[src/amst_pkg.sv]
`default_nettype none
package amst_pkg;

  // ********************************
  // register indices (byte address = index * 4)
  // ********************************
  localparam logic [9:0] IDX_SUMMARY = 10'h2C0;
  localparam logic [9:0] IDX_ALERT_STATUS = 10'h2C1;
  localparam logic [9:0] IDX_ALARM_MASK = 10'h2C2;
  localparam logic [9:0] IDX_LANE_FIFO_ALARM = 10'h2C4;
  localparam logic [9:0] IDX_CORE_CTRL = 10'h300;
  localparam logic [9:0] IDX_TRIM_A = 10'h310;
  localparam logic [9:0] IDX_TRIM_B = 10'h313;

  // ********************************
  // field positions
  // ********************************
  localparam int BIT_LANE_OVERFLOW = 5;
  localparam int BIT_LOCK_LOST = 4;
  localparam int BIT_SERIAL_LINK = 3;
  localparam int BIT_CLOCK_REALIGN = 2;
  localparam int BIT_UNUSED_OSC = 1;
  localparam int BIT_DIVIDER_MISMATCH = 0;
  localparam int BIT_DUAL_MODE = 0;
  localparam int BIT_FG_CAL_EN = 1;

  // ********************************
  // reset values and masks
  // ********************************
  localparam logic [7:0] RST_ALARM_MASK = 8'h3F;
  localparam logic [5:0] RST_ALERT_STATUS = 6'h3F;
  localparam logic [15:0] RST_LANE_FIFO_ALARM = 16'hFFFF;
  localparam logic [7:0] RST_TRIM = 8'h00;
  localparam logic [1:0] RST_CORE_CTRL = 2'h0;
  // flags allowed to reach the summary bit; the oscillator flag never does
  localparam logic [5:0] ALERT_USED = 6'h3D;

  // ********************************
  // carriers
  // ********************************
  typedef struct packed {
    logic lock_lost;
    logic serial_link;
    logic clock_realign;
    logic divider_mismatch;
  } amst_alarm_src_t;

  typedef struct packed {
    logic [7:0] code_a;
    logic apply_a;
    logic [7:0] code_b;
    logic apply_b;
  } amst_trim_out_t;

endpackage
`default_nettype wire

[src/amst_flag_bank.sv]
`default_nettype none
module amst_flag_bank #(
  parameter int WIDTH = 16,
  parameter logic [WIDTH-1:0] RESET_VAL = '1
) (
  input wire logic clk_i, // register clock
  input wire logic sys_rst_i, // async reset, high
  input wire logic [WIDTH-1:0] set_i, // hardware events
  input wire logic [WIDTH-1:0] clr_i, // write-one-to-clear strobes
  input wire logic clr_all_i, // clear every flag
  output logic [WIDTH-1:0] flags_o // sticky flags
);

  logic [WIDTH-1:0] flags_reg;
  logic [WIDTH-1:0] flags_next;

  // set wins over clear so a persisting fault re-trips at once
  assign flags_next = (flags_reg & ~(clr_i | {WIDTH{clr_all_i}})) | set_i;

  always_ff @(posedge clk_i or posedge sys_rst_i)
  begin
    if (sys_rst_i)
    begin
      flags_reg <= RESET_VAL;
    end
    else
    begin
      flags_reg <= flags_next;
    end
  end

  assign flags_o = flags_reg;

endmodule
`default_nettype wire

[src/amst_alarm_trim.sv]
// Added by the designer: the APB slave port.
`default_nettype none
// Behaviour
// RQ1 - mask register resets to 0x3F, all alarms masked
// RQ2 - mask bit 5 keeps lane overflow flag off the summary bit
// RQ3 - mask bit 4 keeps lock-lost flag off the summary bit
// RQ4 - mask bit 3 keeps serial link flag off the summary bit
// RQ5 - mask bit 2 keeps clock realign flag off the summary bit
// RQ6 - mask bit 0 keeps divider mismatch flag off the summary bit
// RQ7 - mask bit 1 only stores; the oscillator flag never alerts
// RQ8 - lane flag i sets on overflow or underflow of lane i
// RQ9 - writing one clears a lane flag; zero keeps it
// RQ10 - persisting lane fault sets the flag again right after clearing
// RQ11 - writing one to status bit 5 clears all lane flags
// RQ12 - lane flag register resets to all ones
// RQ13 - each 8-bit trim code shifts its core's sampling instant
// RQ14 - trims load factory values, readable and writable by software
// RQ15 - A trim applies only in dual-channel mode
// RQ16 - B trim applies in dual-channel mode with foreground calibration
// RQ17 - summary bit is one when any unmasked status flag is set; the code leaves status bit 1 out even when it is set and unmasked
// RQ18 - aggregate lane flag sets when any active lane faults
// RQ19 - status flags clear on write-one and reset to one
// RQ20 - mask change reaches summary bit within one cycle
module amst_alarm_trim #(
  parameter int LANES = 16
) (
  input wire logic clk_i, // register clock, 250 MHz
  input wire logic sys_rst_i, // async reset, high
  input wire logic psel, // apb select
  input wire logic penable, // apb access phase
  input wire logic pwrite, // apb write
  input wire logic [11:0] paddr, // apb byte address
  input wire logic [31:0] pwdata, // apb write data
  output logic [31:0] prdata, // apb read data
  output logic pready, // apb ready
  output logic pslverr, // apb error, unmapped address
  input wire amst_pkg::amst_alarm_src_t alarm_src_i, // alarm events
  input wire logic [LANES-1:0] lane_fault_i, // lane fifo over/underflow
  input wire logic [LANES-1:0] lane_active_i, // lanes in use
  input wire logic fuse_load_i, // factory trim load pulse
  input wire logic [7:0] fuse_trim_a_i, // factory trim, core A
  input wire logic [7:0] fuse_trim_b_i, // factory trim, core B
  output var amst_pkg::amst_trim_out_t trim_o, // applied trim codes
  output logic alert_o // summary alert
);

  // ********************************
  // apb decode
  // ********************************
  logic [9:0] word_idx;
  logic aligned;
  logic setup_phase;
  logic wr_en;
  logic hit_summary, hit_status, hit_mask, hit_lane, hit_ctrl, hit_ta, hit_tb;
  logic mapped;

  assign word_idx = paddr[11:2];
  assign aligned = (paddr[1:0] == 2'h0);
  assign setup_phase = psel && !penable;
  assign pready = psel && penable;
  assign wr_en = psel && penable && pwrite;

  assign hit_summary = aligned && (word_idx == amst_pkg::IDX_SUMMARY);
  assign hit_status = aligned && (word_idx == amst_pkg::IDX_ALERT_STATUS);
  assign hit_mask = aligned && (word_idx == amst_pkg::IDX_ALARM_MASK);
  assign hit_lane = aligned && (word_idx == amst_pkg::IDX_LANE_FIFO_ALARM);
  assign hit_ctrl = aligned && (word_idx == amst_pkg::IDX_CORE_CTRL);
  assign hit_ta = aligned && (word_idx == amst_pkg::IDX_TRIM_A);
  assign hit_tb = aligned && (word_idx == amst_pkg::IDX_TRIM_B);
  assign mapped = hit_summary || hit_status || hit_mask || hit_lane ||
                  hit_ctrl || hit_ta || hit_tb;

  // ********************************
  // registers
  // ********************************
  logic [7:0] mask_reg;
  logic [7:0] mask_next;
  logic [1:0] ctrl_reg;
  logic [1:0] ctrl_next;
  logic [7:0] trim_a_reg;
  logic [7:0] trim_a_next;
  logic [7:0] trim_b_reg;
  logic [7:0] trim_b_next;
  logic alert_reg;
  logic alert_next;
  amst_pkg::amst_trim_out_t trim_reg;
  amst_pkg::amst_trim_out_t trim_next;
  logic [31:0] rdata_reg;
  logic [31:0] rdata_next;
  logic err_reg;

  logic [5:0] status_q;
  logic [5:0] status_set;
  logic [5:0] status_clr;
  logic [LANES-1:0] lane_q;
  logic [LANES-1:0] lane_clr;
  logic lane_clr_all;
  logic any_active_fault;
  logic [5:0] unmasked;

  // reserved bits 7:6 are plain storage
  assign mask_next = (wr_en && hit_mask) ? pwdata[7:0] : mask_reg;
  assign ctrl_next = (wr_en && hit_ctrl) ? pwdata[1:0] : ctrl_reg;
  // factory load takes priority over a coincident software write
  assign trim_a_next = fuse_load_i ? fuse_trim_a_i :
                       ((wr_en && hit_ta) ? pwdata[7:0] : trim_a_reg); // RQ14
  assign trim_b_next = fuse_load_i ? fuse_trim_b_i :
                       ((wr_en && hit_tb) ? pwdata[7:0] : trim_b_reg); // RQ14

  // ********************************
  // alarm status and lane flags
  // ********************************
  assign any_active_fault = |(lane_fault_i & lane_active_i); // RQ18
  // oscillator flag has no source in this device
  assign status_set = {any_active_fault, alarm_src_i.lock_lost,
                       alarm_src_i.serial_link, alarm_src_i.clock_realign,
                       1'b0, alarm_src_i.divider_mismatch};
  assign status_clr = (wr_en && hit_status) ? pwdata[5:0] : 6'h00; // RQ19
  assign lane_clr = (wr_en && hit_lane) ? pwdata[LANES-1:0] : '0; // RQ9
  assign lane_clr_all = wr_en && hit_status && pwdata[amst_pkg::BIT_LANE_OVERFLOW]; // RQ11

  amst_flag_bank #(
    .WIDTH(6),
    .RESET_VAL(amst_pkg::RST_ALERT_STATUS)
  ) u_status (
    .clk_i(clk_i),
    .sys_rst_i(sys_rst_i),
    .set_i(status_set),
    .clr_i(status_clr),
    .clr_all_i(1'b0),
    .flags_o(status_q)
  );

  amst_flag_bank #(
    .WIDTH(LANES),
    .RESET_VAL(amst_pkg::RST_LANE_FIFO_ALARM[LANES-1:0]) // RQ12
  ) u_lane (
    .clk_i(clk_i),
    .sys_rst_i(sys_rst_i),
    .set_i(lane_fault_i), // RQ8 RQ10
    .clr_i(lane_clr),
    .clr_all_i(lane_clr_all),
    .flags_o(lane_q)
  );

  // ********************************
  // summary alert
  // ********************************
  // mask bit 1 is left out by ALERT_USED, so it only stores
  assign unmasked = status_q & ~mask_reg[5:0] & amst_pkg::ALERT_USED; // RQ2 RQ3 RQ4 RQ5 RQ6 RQ7
  // uses the stored mask, so a write shows one edge later
  assign alert_next = |unmasked; // RQ17 RQ20

  // ********************************
  // trim application
  // ********************************
  always_comb
  begin
    trim_next = '0;
    trim_next.apply_a = ctrl_reg[amst_pkg::BIT_DUAL_MODE]; // RQ15
    trim_next.code_a = trim_next.apply_a ? trim_a_reg : amst_pkg::RST_TRIM; // RQ13
    trim_next.apply_b = ctrl_reg[amst_pkg::BIT_DUAL_MODE] &&
                        ctrl_reg[amst_pkg::BIT_FG_CAL_EN]; // RQ16
    trim_next.code_b = trim_next.apply_b ? trim_b_reg : amst_pkg::RST_TRIM; // RQ13
  end

  // ********************************
  // read mux, captured in the setup phase
  // ********************************
  always_comb
  begin
    rdata_next = 32'h0000_0000;
    if (hit_summary)
    begin
      rdata_next = {31'h0000_0000, alert_reg};
    end
    else if (hit_status)
    begin
      rdata_next = {26'h000_0000, status_q};
    end
    else if (hit_mask)
    begin
      rdata_next = {24'h00_0000, mask_reg};
    end
    else if (hit_lane)
    begin
      rdata_next = {{(32-LANES){1'b0}}, lane_q};
    end
    else if (hit_ctrl)
    begin
      rdata_next = {30'h0000_0000, ctrl_reg};
    end
    else if (hit_ta)
    begin
      rdata_next = {24'h00_0000, trim_a_reg};
    end
    else if (hit_tb)
    begin
      rdata_next = {24'h00_0000, trim_b_reg};
    end
  end

  always_ff @(posedge clk_i or posedge sys_rst_i)
  begin
    if (sys_rst_i)
    begin
      mask_reg <= amst_pkg::RST_ALARM_MASK; // RQ1
      ctrl_reg <= amst_pkg::RST_CORE_CTRL;
      trim_a_reg <= amst_pkg::RST_TRIM;
      trim_b_reg <= amst_pkg::RST_TRIM;
      alert_reg <= 1'b0;
      trim_reg <= '0;
    end
    else
    begin
      mask_reg <= mask_next;
      ctrl_reg <= ctrl_next;
      trim_a_reg <= trim_a_next;
      trim_b_reg <= trim_b_next;
      alert_reg <= alert_next;
      trim_reg <= trim_next;
    end
  end

  always_ff @(posedge clk_i or posedge sys_rst_i)
  begin
    if (sys_rst_i)
    begin
      rdata_reg <= 32'h0000_0000;
      err_reg <= 1'b0;
    end
    else if (setup_phase)
    begin
      rdata_reg <= rdata_next;
      err_reg <= !mapped;
    end
  end

  assign prdata = rdata_reg;
  assign pslverr = pready && err_reg;
  assign alert_o = alert_reg;
  assign trim_o = trim_reg;

  // bare copies for $past, which is kept to plain signals
  logic [LANES-1:0] chk_lane_wdata;
  logic [7:0] chk_wbyte;
  logic [5:0] chk_status_wdata;
  logic chk_dual;
  logic chk_dual_fg;
  logic chk_alert_expect;

  assign chk_lane_wdata = pwdata[LANES-1:0];
  assign chk_wbyte = pwdata[7:0];
  assign chk_status_wdata = pwdata[5:0];
  assign chk_dual = ctrl_reg[0];
  assign chk_dual_fg = ctrl_reg[0] && ctrl_reg[1];
  // bit 1 never counts toward the summary, whatever its mask
  assign chk_alert_expect = |(status_q & ~mask_reg[5:0] & 6'h3D);

  logic first_reg;
  always_ff @(posedge clk_i or posedge sys_rst_i)
  begin
    if (sys_rst_i)
    begin
      first_reg <= 1'b1;
    end
    else
    begin
      first_reg <= 1'b0;
    end
  end
endmodule
`default_nettype wire

[config.mk]
export PLATFORM = sky130hd
export DESIGN_NAME = amst_alarm_trim
export DESIGN_NICKNAME = d
export VERILOG_FILES = /design/src/amst_pkg.sv /design/src/amst_flag_bank.sv /design/src/amst_alarm_trim.sv
export SDC_FILE = /design/constraint.sdc
export NUM_CORES = 1
export LEC_CHECK = 0
export BUFFER_PORTS_ARGS = -buffer_cell sky130_fd_sc_hd__clkbuf_2
export CAP_MARGIN = 25
export CORE_MARGIN = 1.5
export CORE_UTILIZATION = 45
export DETAILED_ROUTE_END_ITERATION = 10
export GPL_TIMING_DRIVEN = 1
export PLACE_DENSITY = 0.81
export SYNTH_ARGS = -nofsm -noshare
export SYNTH_HDL_FRONTEND = slang
export SYNTH_HIERARCHICAL = 1
export SYNTH_SLANG_ARGS = --single-unit
[constraint.sdc]
create_clock -name clk_i -period 1.9 [get_ports clk_i]
set_input_delay 0.38 -clock clk_i [delete_from_list [all_inputs] [get_ports clk_i]]
set_output_delay 0.38 -clock clk_i [all_outputs]
set_load 0.05 [all_outputs]
# After elaboration in Yosys (flattened, before gate mapping)
# Cells that the tools add are included.
[op_classes]
n_div = 0
order_cmp = 0
eq_ne = 7
muxes = 15
shift = 0
reduce_logical = 32
mul = 0
n_bitwise = 10
n_addsub = 0
[op_table]
columns = ["operator", "count"]
rows = [
  ["$mux 16", 5],
  ["$mux 8", 9],
  ["$eq 10x10->1 const B", 7],
  ["$and 16x16->16", 2],
  ["$or 16x16->16", 2],
  ["$logic_and 1x1->1", 19],
  ["$not 16->16", 1],
  ["$reduce_or 16->1", 1],
  ["$and 6x6->6", 2],
  ["$not 6->6", 2],
  ["$logic_or 1x1->1", 6],
  ["$mux 6", 1],
  ["$or 6x6->6", 1],
  ["$reduce_or 5->1", 1],
  ["$reduce_bool 2->1", 2],
  ["$logic_not 1->1", 2],
  ["$logic_not 2->1", 1],
]
[word_totals]
memories = 0
reg_bits = 100
inputBits = 102
ram_bits = 0
latch_bits = 0
romBits = 0
out_inout_bits = 53

# Longest topological paths before layout
[depth]
ltp_word = 9
mapped_depth = 10
mapped_depth_nobuf = 6

# Hierarchy
# The synthesis kept the hierarchy.
[modules_own_cells]
columns = ["module", "area_each_um2", "n_inst", "cells_each"]
rows = [
  ["amst_alarm_trim", 3392.0, 1, 340],
  ["amst_flag_bank at u_lane", 635.6, 1, 51],
  ["amst_flag_bank at u_status", 229.0, 1, 19],
]

# Least setup slack after synthesis
# Ideal clock, no wire load.
[synth_path]
kind = "input to register"
start = "input port paddr[7]"
end = "register trim_a_reg[0]"
arrival_ns = 2.403
n_path_buf = 1
required_time_ns = 1.775
setup_ns = 0.125
setup_slack_ns = -0.628
stages = 6
path_cell_list = "or4b_1 or3_1 buf_6 nor4_4 mux2_2 mux2_2"
[synth_between]
elab_chain_cells = 4
[synth_lines]
columns = ["item", "line_no", "text"]
rows = [
  ["from (decl)", "amst_alarm_trim.sv:32", "input wire logic [11:0] paddr,"],
  ["$eq 10x10->1", "amst_alarm_trim.sv:68", "assign hit_ta = aligned && (word_idx == amst_pkg::IDX_TRIM_A);"],
  ["$logic_and 1x1->1", "amst_alarm_trim.sv:68", ""],
  ["$logic_and 1x1->1", "amst_alarm_trim.sv:106", "((wr_en && hit_ta) ? pwdata[7:0] : trim_a_reg);"],
  ["$reduce_bool 2->1 (no source line)", "--", ""],
  ["to (signal assigned)", "amst_alarm_trim.sv:209", "trim_a_reg <= amst_pkg::RST_TRIM;"],
  ["to (signal assigned)", "amst_alarm_trim.sv:218", "trim_a_reg <= trim_a_next;"],
  ["to (decl)", "amst_alarm_trim.sv:80", "logic [7:0] trim_a_reg;"],
]
# Every way passes these cells.
# A chain may end at the register's enable or synchronous reset.

# Final worst setup path
[layout_path]
start = "input port paddr[7]"
end = "register trim_a_reg[7]"
# Same word-level chain as after synthesis.

==> Implementation_results.wiki <==
{| class="wikitable"
! Metric !! Value
|-
| Max cap viols || 0
|-
| Clock insertion delay at the later pin of the skew report || 0.35 ns
|-
| First-pass iteration count of the detailed router || 5
|-
| Routed Antenna Nets || 0
|-
| Violated checks || negative setup slack
|-
| Number of logic stages on the critical path including buffering || 7
|-
| Post-Place Worst Slack || -0.597 ns
|-
| Critical path endpoint category || register
|-
| Overall track demand over capacity in global routing || 0.246
|-
| Leakage dissipation || 2.76 nW
|-
| Hold buffer count at cts || 0
|-
| Cell at the root of the clock tree || sky130_fd_sc_hd__clkbuf_8
|-
| IO Count || 155
|-
| Share of the yosys chip area belonging to registers || 0.502
|-
| Core region area || 0.00920 mm²
|-
| Asr flop ratio synth || 1.00
|-
| Via count || 3793
|-
| Critical path class || in -> reg
|-
| IO buf count || 122
|-
| Cells after Synth || 410
|-
| Final setup slack of the worst path || -0.169 ns
|-
| Buffers & Inverters on Critical Path || 2
|-
| Source of the worst register-to-register timing path || ctrl_reg[1]
|-
| Worst-case register-to-register setup slack || 0.44 ns
|-
| Cell types with the highest counts after synthesis || sky130_fd_sc_hd__dfrtp_1 (56), sky130_fd_sc_hd__nor2_1 (34), sky130_fd_sc_hd__and2_1 (33), sky130_fd_sc_hd__dfstp_2 (28)
|-
| Library cell appearing most often on the critical path || sky130_fd_sc_hd__buf_6
|-
| Sequential share of power || 0.471
|-
| Final nets || 678
|-
| Run status || finished with violations
|-
| Switching fraction of total power || 0.268
|-
| Cell area after synthesis || 0.00426 mm²
|-
| Global-route wire length before repair || 18700 µm
|-
| Clock tree from TritonCTS || done
|-
| Net switching power of the design || 1.08 mW
|-
| Global placer's final weighted congestion || 0.935
|-
| Count of pins over their slew limit || 0
|-
| Clock Tree Buf Depth || 2
|-
| Post-layout power || 4.03 mW
|-
| Final routed DRC violation total || 0
|-
| Count of state elements after synthesis || 84
|-
| Die boundary width || 100 µm
|-
| Number of global-route vias before repair || 3664
|-
| Number of H-tree levels || 3
|-
| Clock transition at path regs || 0.09 ns
|-
| Type of origin of the critical path || primary input
|-
| Global route overflow || 0
|-
| Portion of total power attributed to the clock network || 0.388
|-
| Initial core utilization || 0.463
|-
| Critical Path, Cell by Cell || buf_6 -> or4b_4 -> or3_4 -> nor4_4 -> buf_6 -> mux2_1 -> mux2_2
|-
| Worst-case clock skew || 0.00981 ns
|-
| Kind of cell adding the most delay to the critical path || simple AND/OR/NAND/NOR gates
|-
| Per-instance average area after synthesis || 10.4 µm²
|-
| Endpoint required time on the critical path || 2.14 ns
|-
| PwrDens || 715 mW/mm²
|-
| Hpwl dp || 9300 µm
|-
| Max stage delay cell, worst path || sky130_fd_sc_hd__or4b_4
|-
| Clock sink count || 84
|-
| Number of DRC markers after the initial detailed-route iteration || 259
|-
| Cell row count || 35
|-
| TritonCTS buffer count || 9
|-
| Post-synth top area cell || sky130_fd_sc_hd__dfrtp_1
|-
| Die span in y || 100 µm
|-
| Minimum period implied by the final worst setup slack || 2.07 ns
|-
| Area share of the largest cell type after synthesis || 0.329
|-
| Class of the tightest hold or removal check || in -> async
|-
| Flip-flop count of the largest register, all copies and words added || 18
|-
| Yosys warnings || 6
|-
| Routed wire length || 12100 µm
|-
| Number of diodes added for antenna fixing || 0
|-
| Worst Max-Slew Pin Slew || 0.578 ns
|-
| Layout overhead on the synthesized area || 32.4%
|-
| Worst ir drop on vdd || 0.419 mV
|-
| Number of enable flip-flop cells after synthesis || 0
|-
| Primary FF master, synth || sky130_fd_sc_hd__dfrtp_1
|-
| Final TNS setup || -1.50 ns
|-
| Maximum number of pins on one net before global-route repair || 34
|-
| Number of endpoints failing setup at the final stage || 11
|-
| Final clock period utilization by the worst path || 1.09
|-
| Arrival time of the worst setup path || 2.31 ns
|-
| Via density per instance || 5.48
|-
| Distinct cells, synth || 51
|-
| Hold Fails Final Rpt || 0
|-
| Area of the die || 0.0101 mm²
|-
| Number of cells traversed by the worst register-to-register path || 5
|-
| Total internal power || 2.95 mW
|-
| Number of antenna violations at the first check in global routing || 0
|-
| Wire per inst || 17.5 µm
|-
| Relative slew slack || 0.614
|-
| Critical path peak fanout || 8
|-
| Maximum clock frequency || 0.483 GHz
|-
| Cells taking the most area after synthesis || sky130_fd_sc_hd__dfrtp_1 (33%), sky130_fd_sc_hd__dfstp_2 (17%), sky130_fd_sc_hd__mux2_2 (6.1%), sky130_fd_sc_hd__and2_1 (4.9%), sky130_fd_sc_hd__a21o_1 (4.1%)
|-
| Worst R2R End || prdata[1]
|-
| Most common cell in the netlist || sky130_fd_sc_hd__dfrtp_1
|-
| Delay of the slowest cell on the worst path || 0.52 ns
|-
| Fraction of layout instances using a drive strength above 1 || 0.448
|-
| Setup repair after global routing missed its margin || true
|-
| Portion of total power attributed to combinational logic || 0.141
|}
how the worst max path moves through the flow:
| stage | start | end | slack [ns] |
|---|---|---|---|
| floorplan | paddr[7] | trim_a_reg[0] | -0.55 |
| global placement | paddr[7] | trim_a_reg[1] | -0.56 |
| global route | paddr[7] | trim_a_reg[0] | -0.20 |
| detailed placement | paddr[7] | trim_a_reg[1] | -0.60 |
| finish | paddr[7] | trim_a_reg[7] | -0.17 |
| CTS | paddr[7] | trim_a_reg[7] | -0.15 |
kinds of logic after synthesis:
family,Yosys count,synth area share
AO/OA/AOI/OAI,103,0.173
multiplexers,25,0.0661
flip-flops,84,0.502
other,1,0.000881
AND/OR/NAND/NOR,148,0.192
buffers and inverters,49,0.0658
per-stage QoR:
| step | cell area (µm²) | utilization | cells | hold slack, ns |
|---|---|---|---|---|
| 2_1_floorplan | 4390 | - | 432 | 0.379 |
| 3_3_place_gp | 5280 | 0.574 | 674 | 0.459 |
| 3_5_place_dp | 5280 | 0.574 | 674 | 0.480 |
| 4_1_cts | 5560 | 0.604 | 690 | 0.0951 |
| 5_1_grt | 5640 | 0.613 | 692 | 0.124 |
| 6_report | 5640 | 0.613 | 692 | 0.0927 |
timing repair:
item	CTS	global route
endpoints found under the setup margin	10	21
setup buffers	0	2
pin swaps	0	3
gates resized for setup	6	17
cloned	0	0
power groups by stage:
stage | clock network (mW) | logic (mW) | registers (mW)
2_1_floorplan | 0 | 0.311 | 1.95
5_1_grt | 1.68 | 0.613 | 1.90
3_3_place_gp | 0 | 0.537 | 1.93
6_report | 1.56 | 0.567 | 1.90
3_5_place_dp | 0 | 0.549 | 1.93
4_1_cts | 1.60 | 0.555 | 1.89
routing by layer:
layer | vias to the layer above | part of all wire | wire (µm) | track usage
met5 | - | 0 | 0 | 0
met4 | 0 | 0.025 | 305 | 0.0888
met3 | 27 | 0.074 | 899 | 0.0529
met2 | 167 | 0.49 | 5920 | 0.402
met1 | 1826 | 0.41 | 5020 | 0.323
li1 | 1773 | - | - | -
layout make-up:
cell class / count / area, µm²
timing repair buffer: 170 / 1030
clock buffer: 9 / 124
multi-input combinational: 299 / 2040
inverter: 12 / 48.8
clock inverter: 7 / 121
fill: 785 / 3560
tap: 111 / 139
sequential: 84 / 2140
layout by cell type (no fill, tap or decap), types with 19 or more instances in the layout:
| cell type | instances |
|---|---|
| sky130_fd_sc_hd__a21o_1 | 23 |
| sky130_fd_sc_hd__nor2_1 | 31 |
| sky130_fd_sc_hd__dfstp_2 | 28 |
| sky130_fd_sc_hd__conb_1 | 23 |
| sky130_fd_sc_hd__buf_4 | 43 |
| sky130_fd_sc_hd__clkbuf_2 | 121 |
| sky130_fd_sc_hd__dfrtp_1 | 56 |
| sky130_fd_sc_hd__and2_1 | 32 |
| sky130_fd_sc_hd__mux2_2 | 19 |
| sky130_fd_sc_hd__nand2_1 | 19 |
No activity file was read; power rests on OpenSTA's default activity.
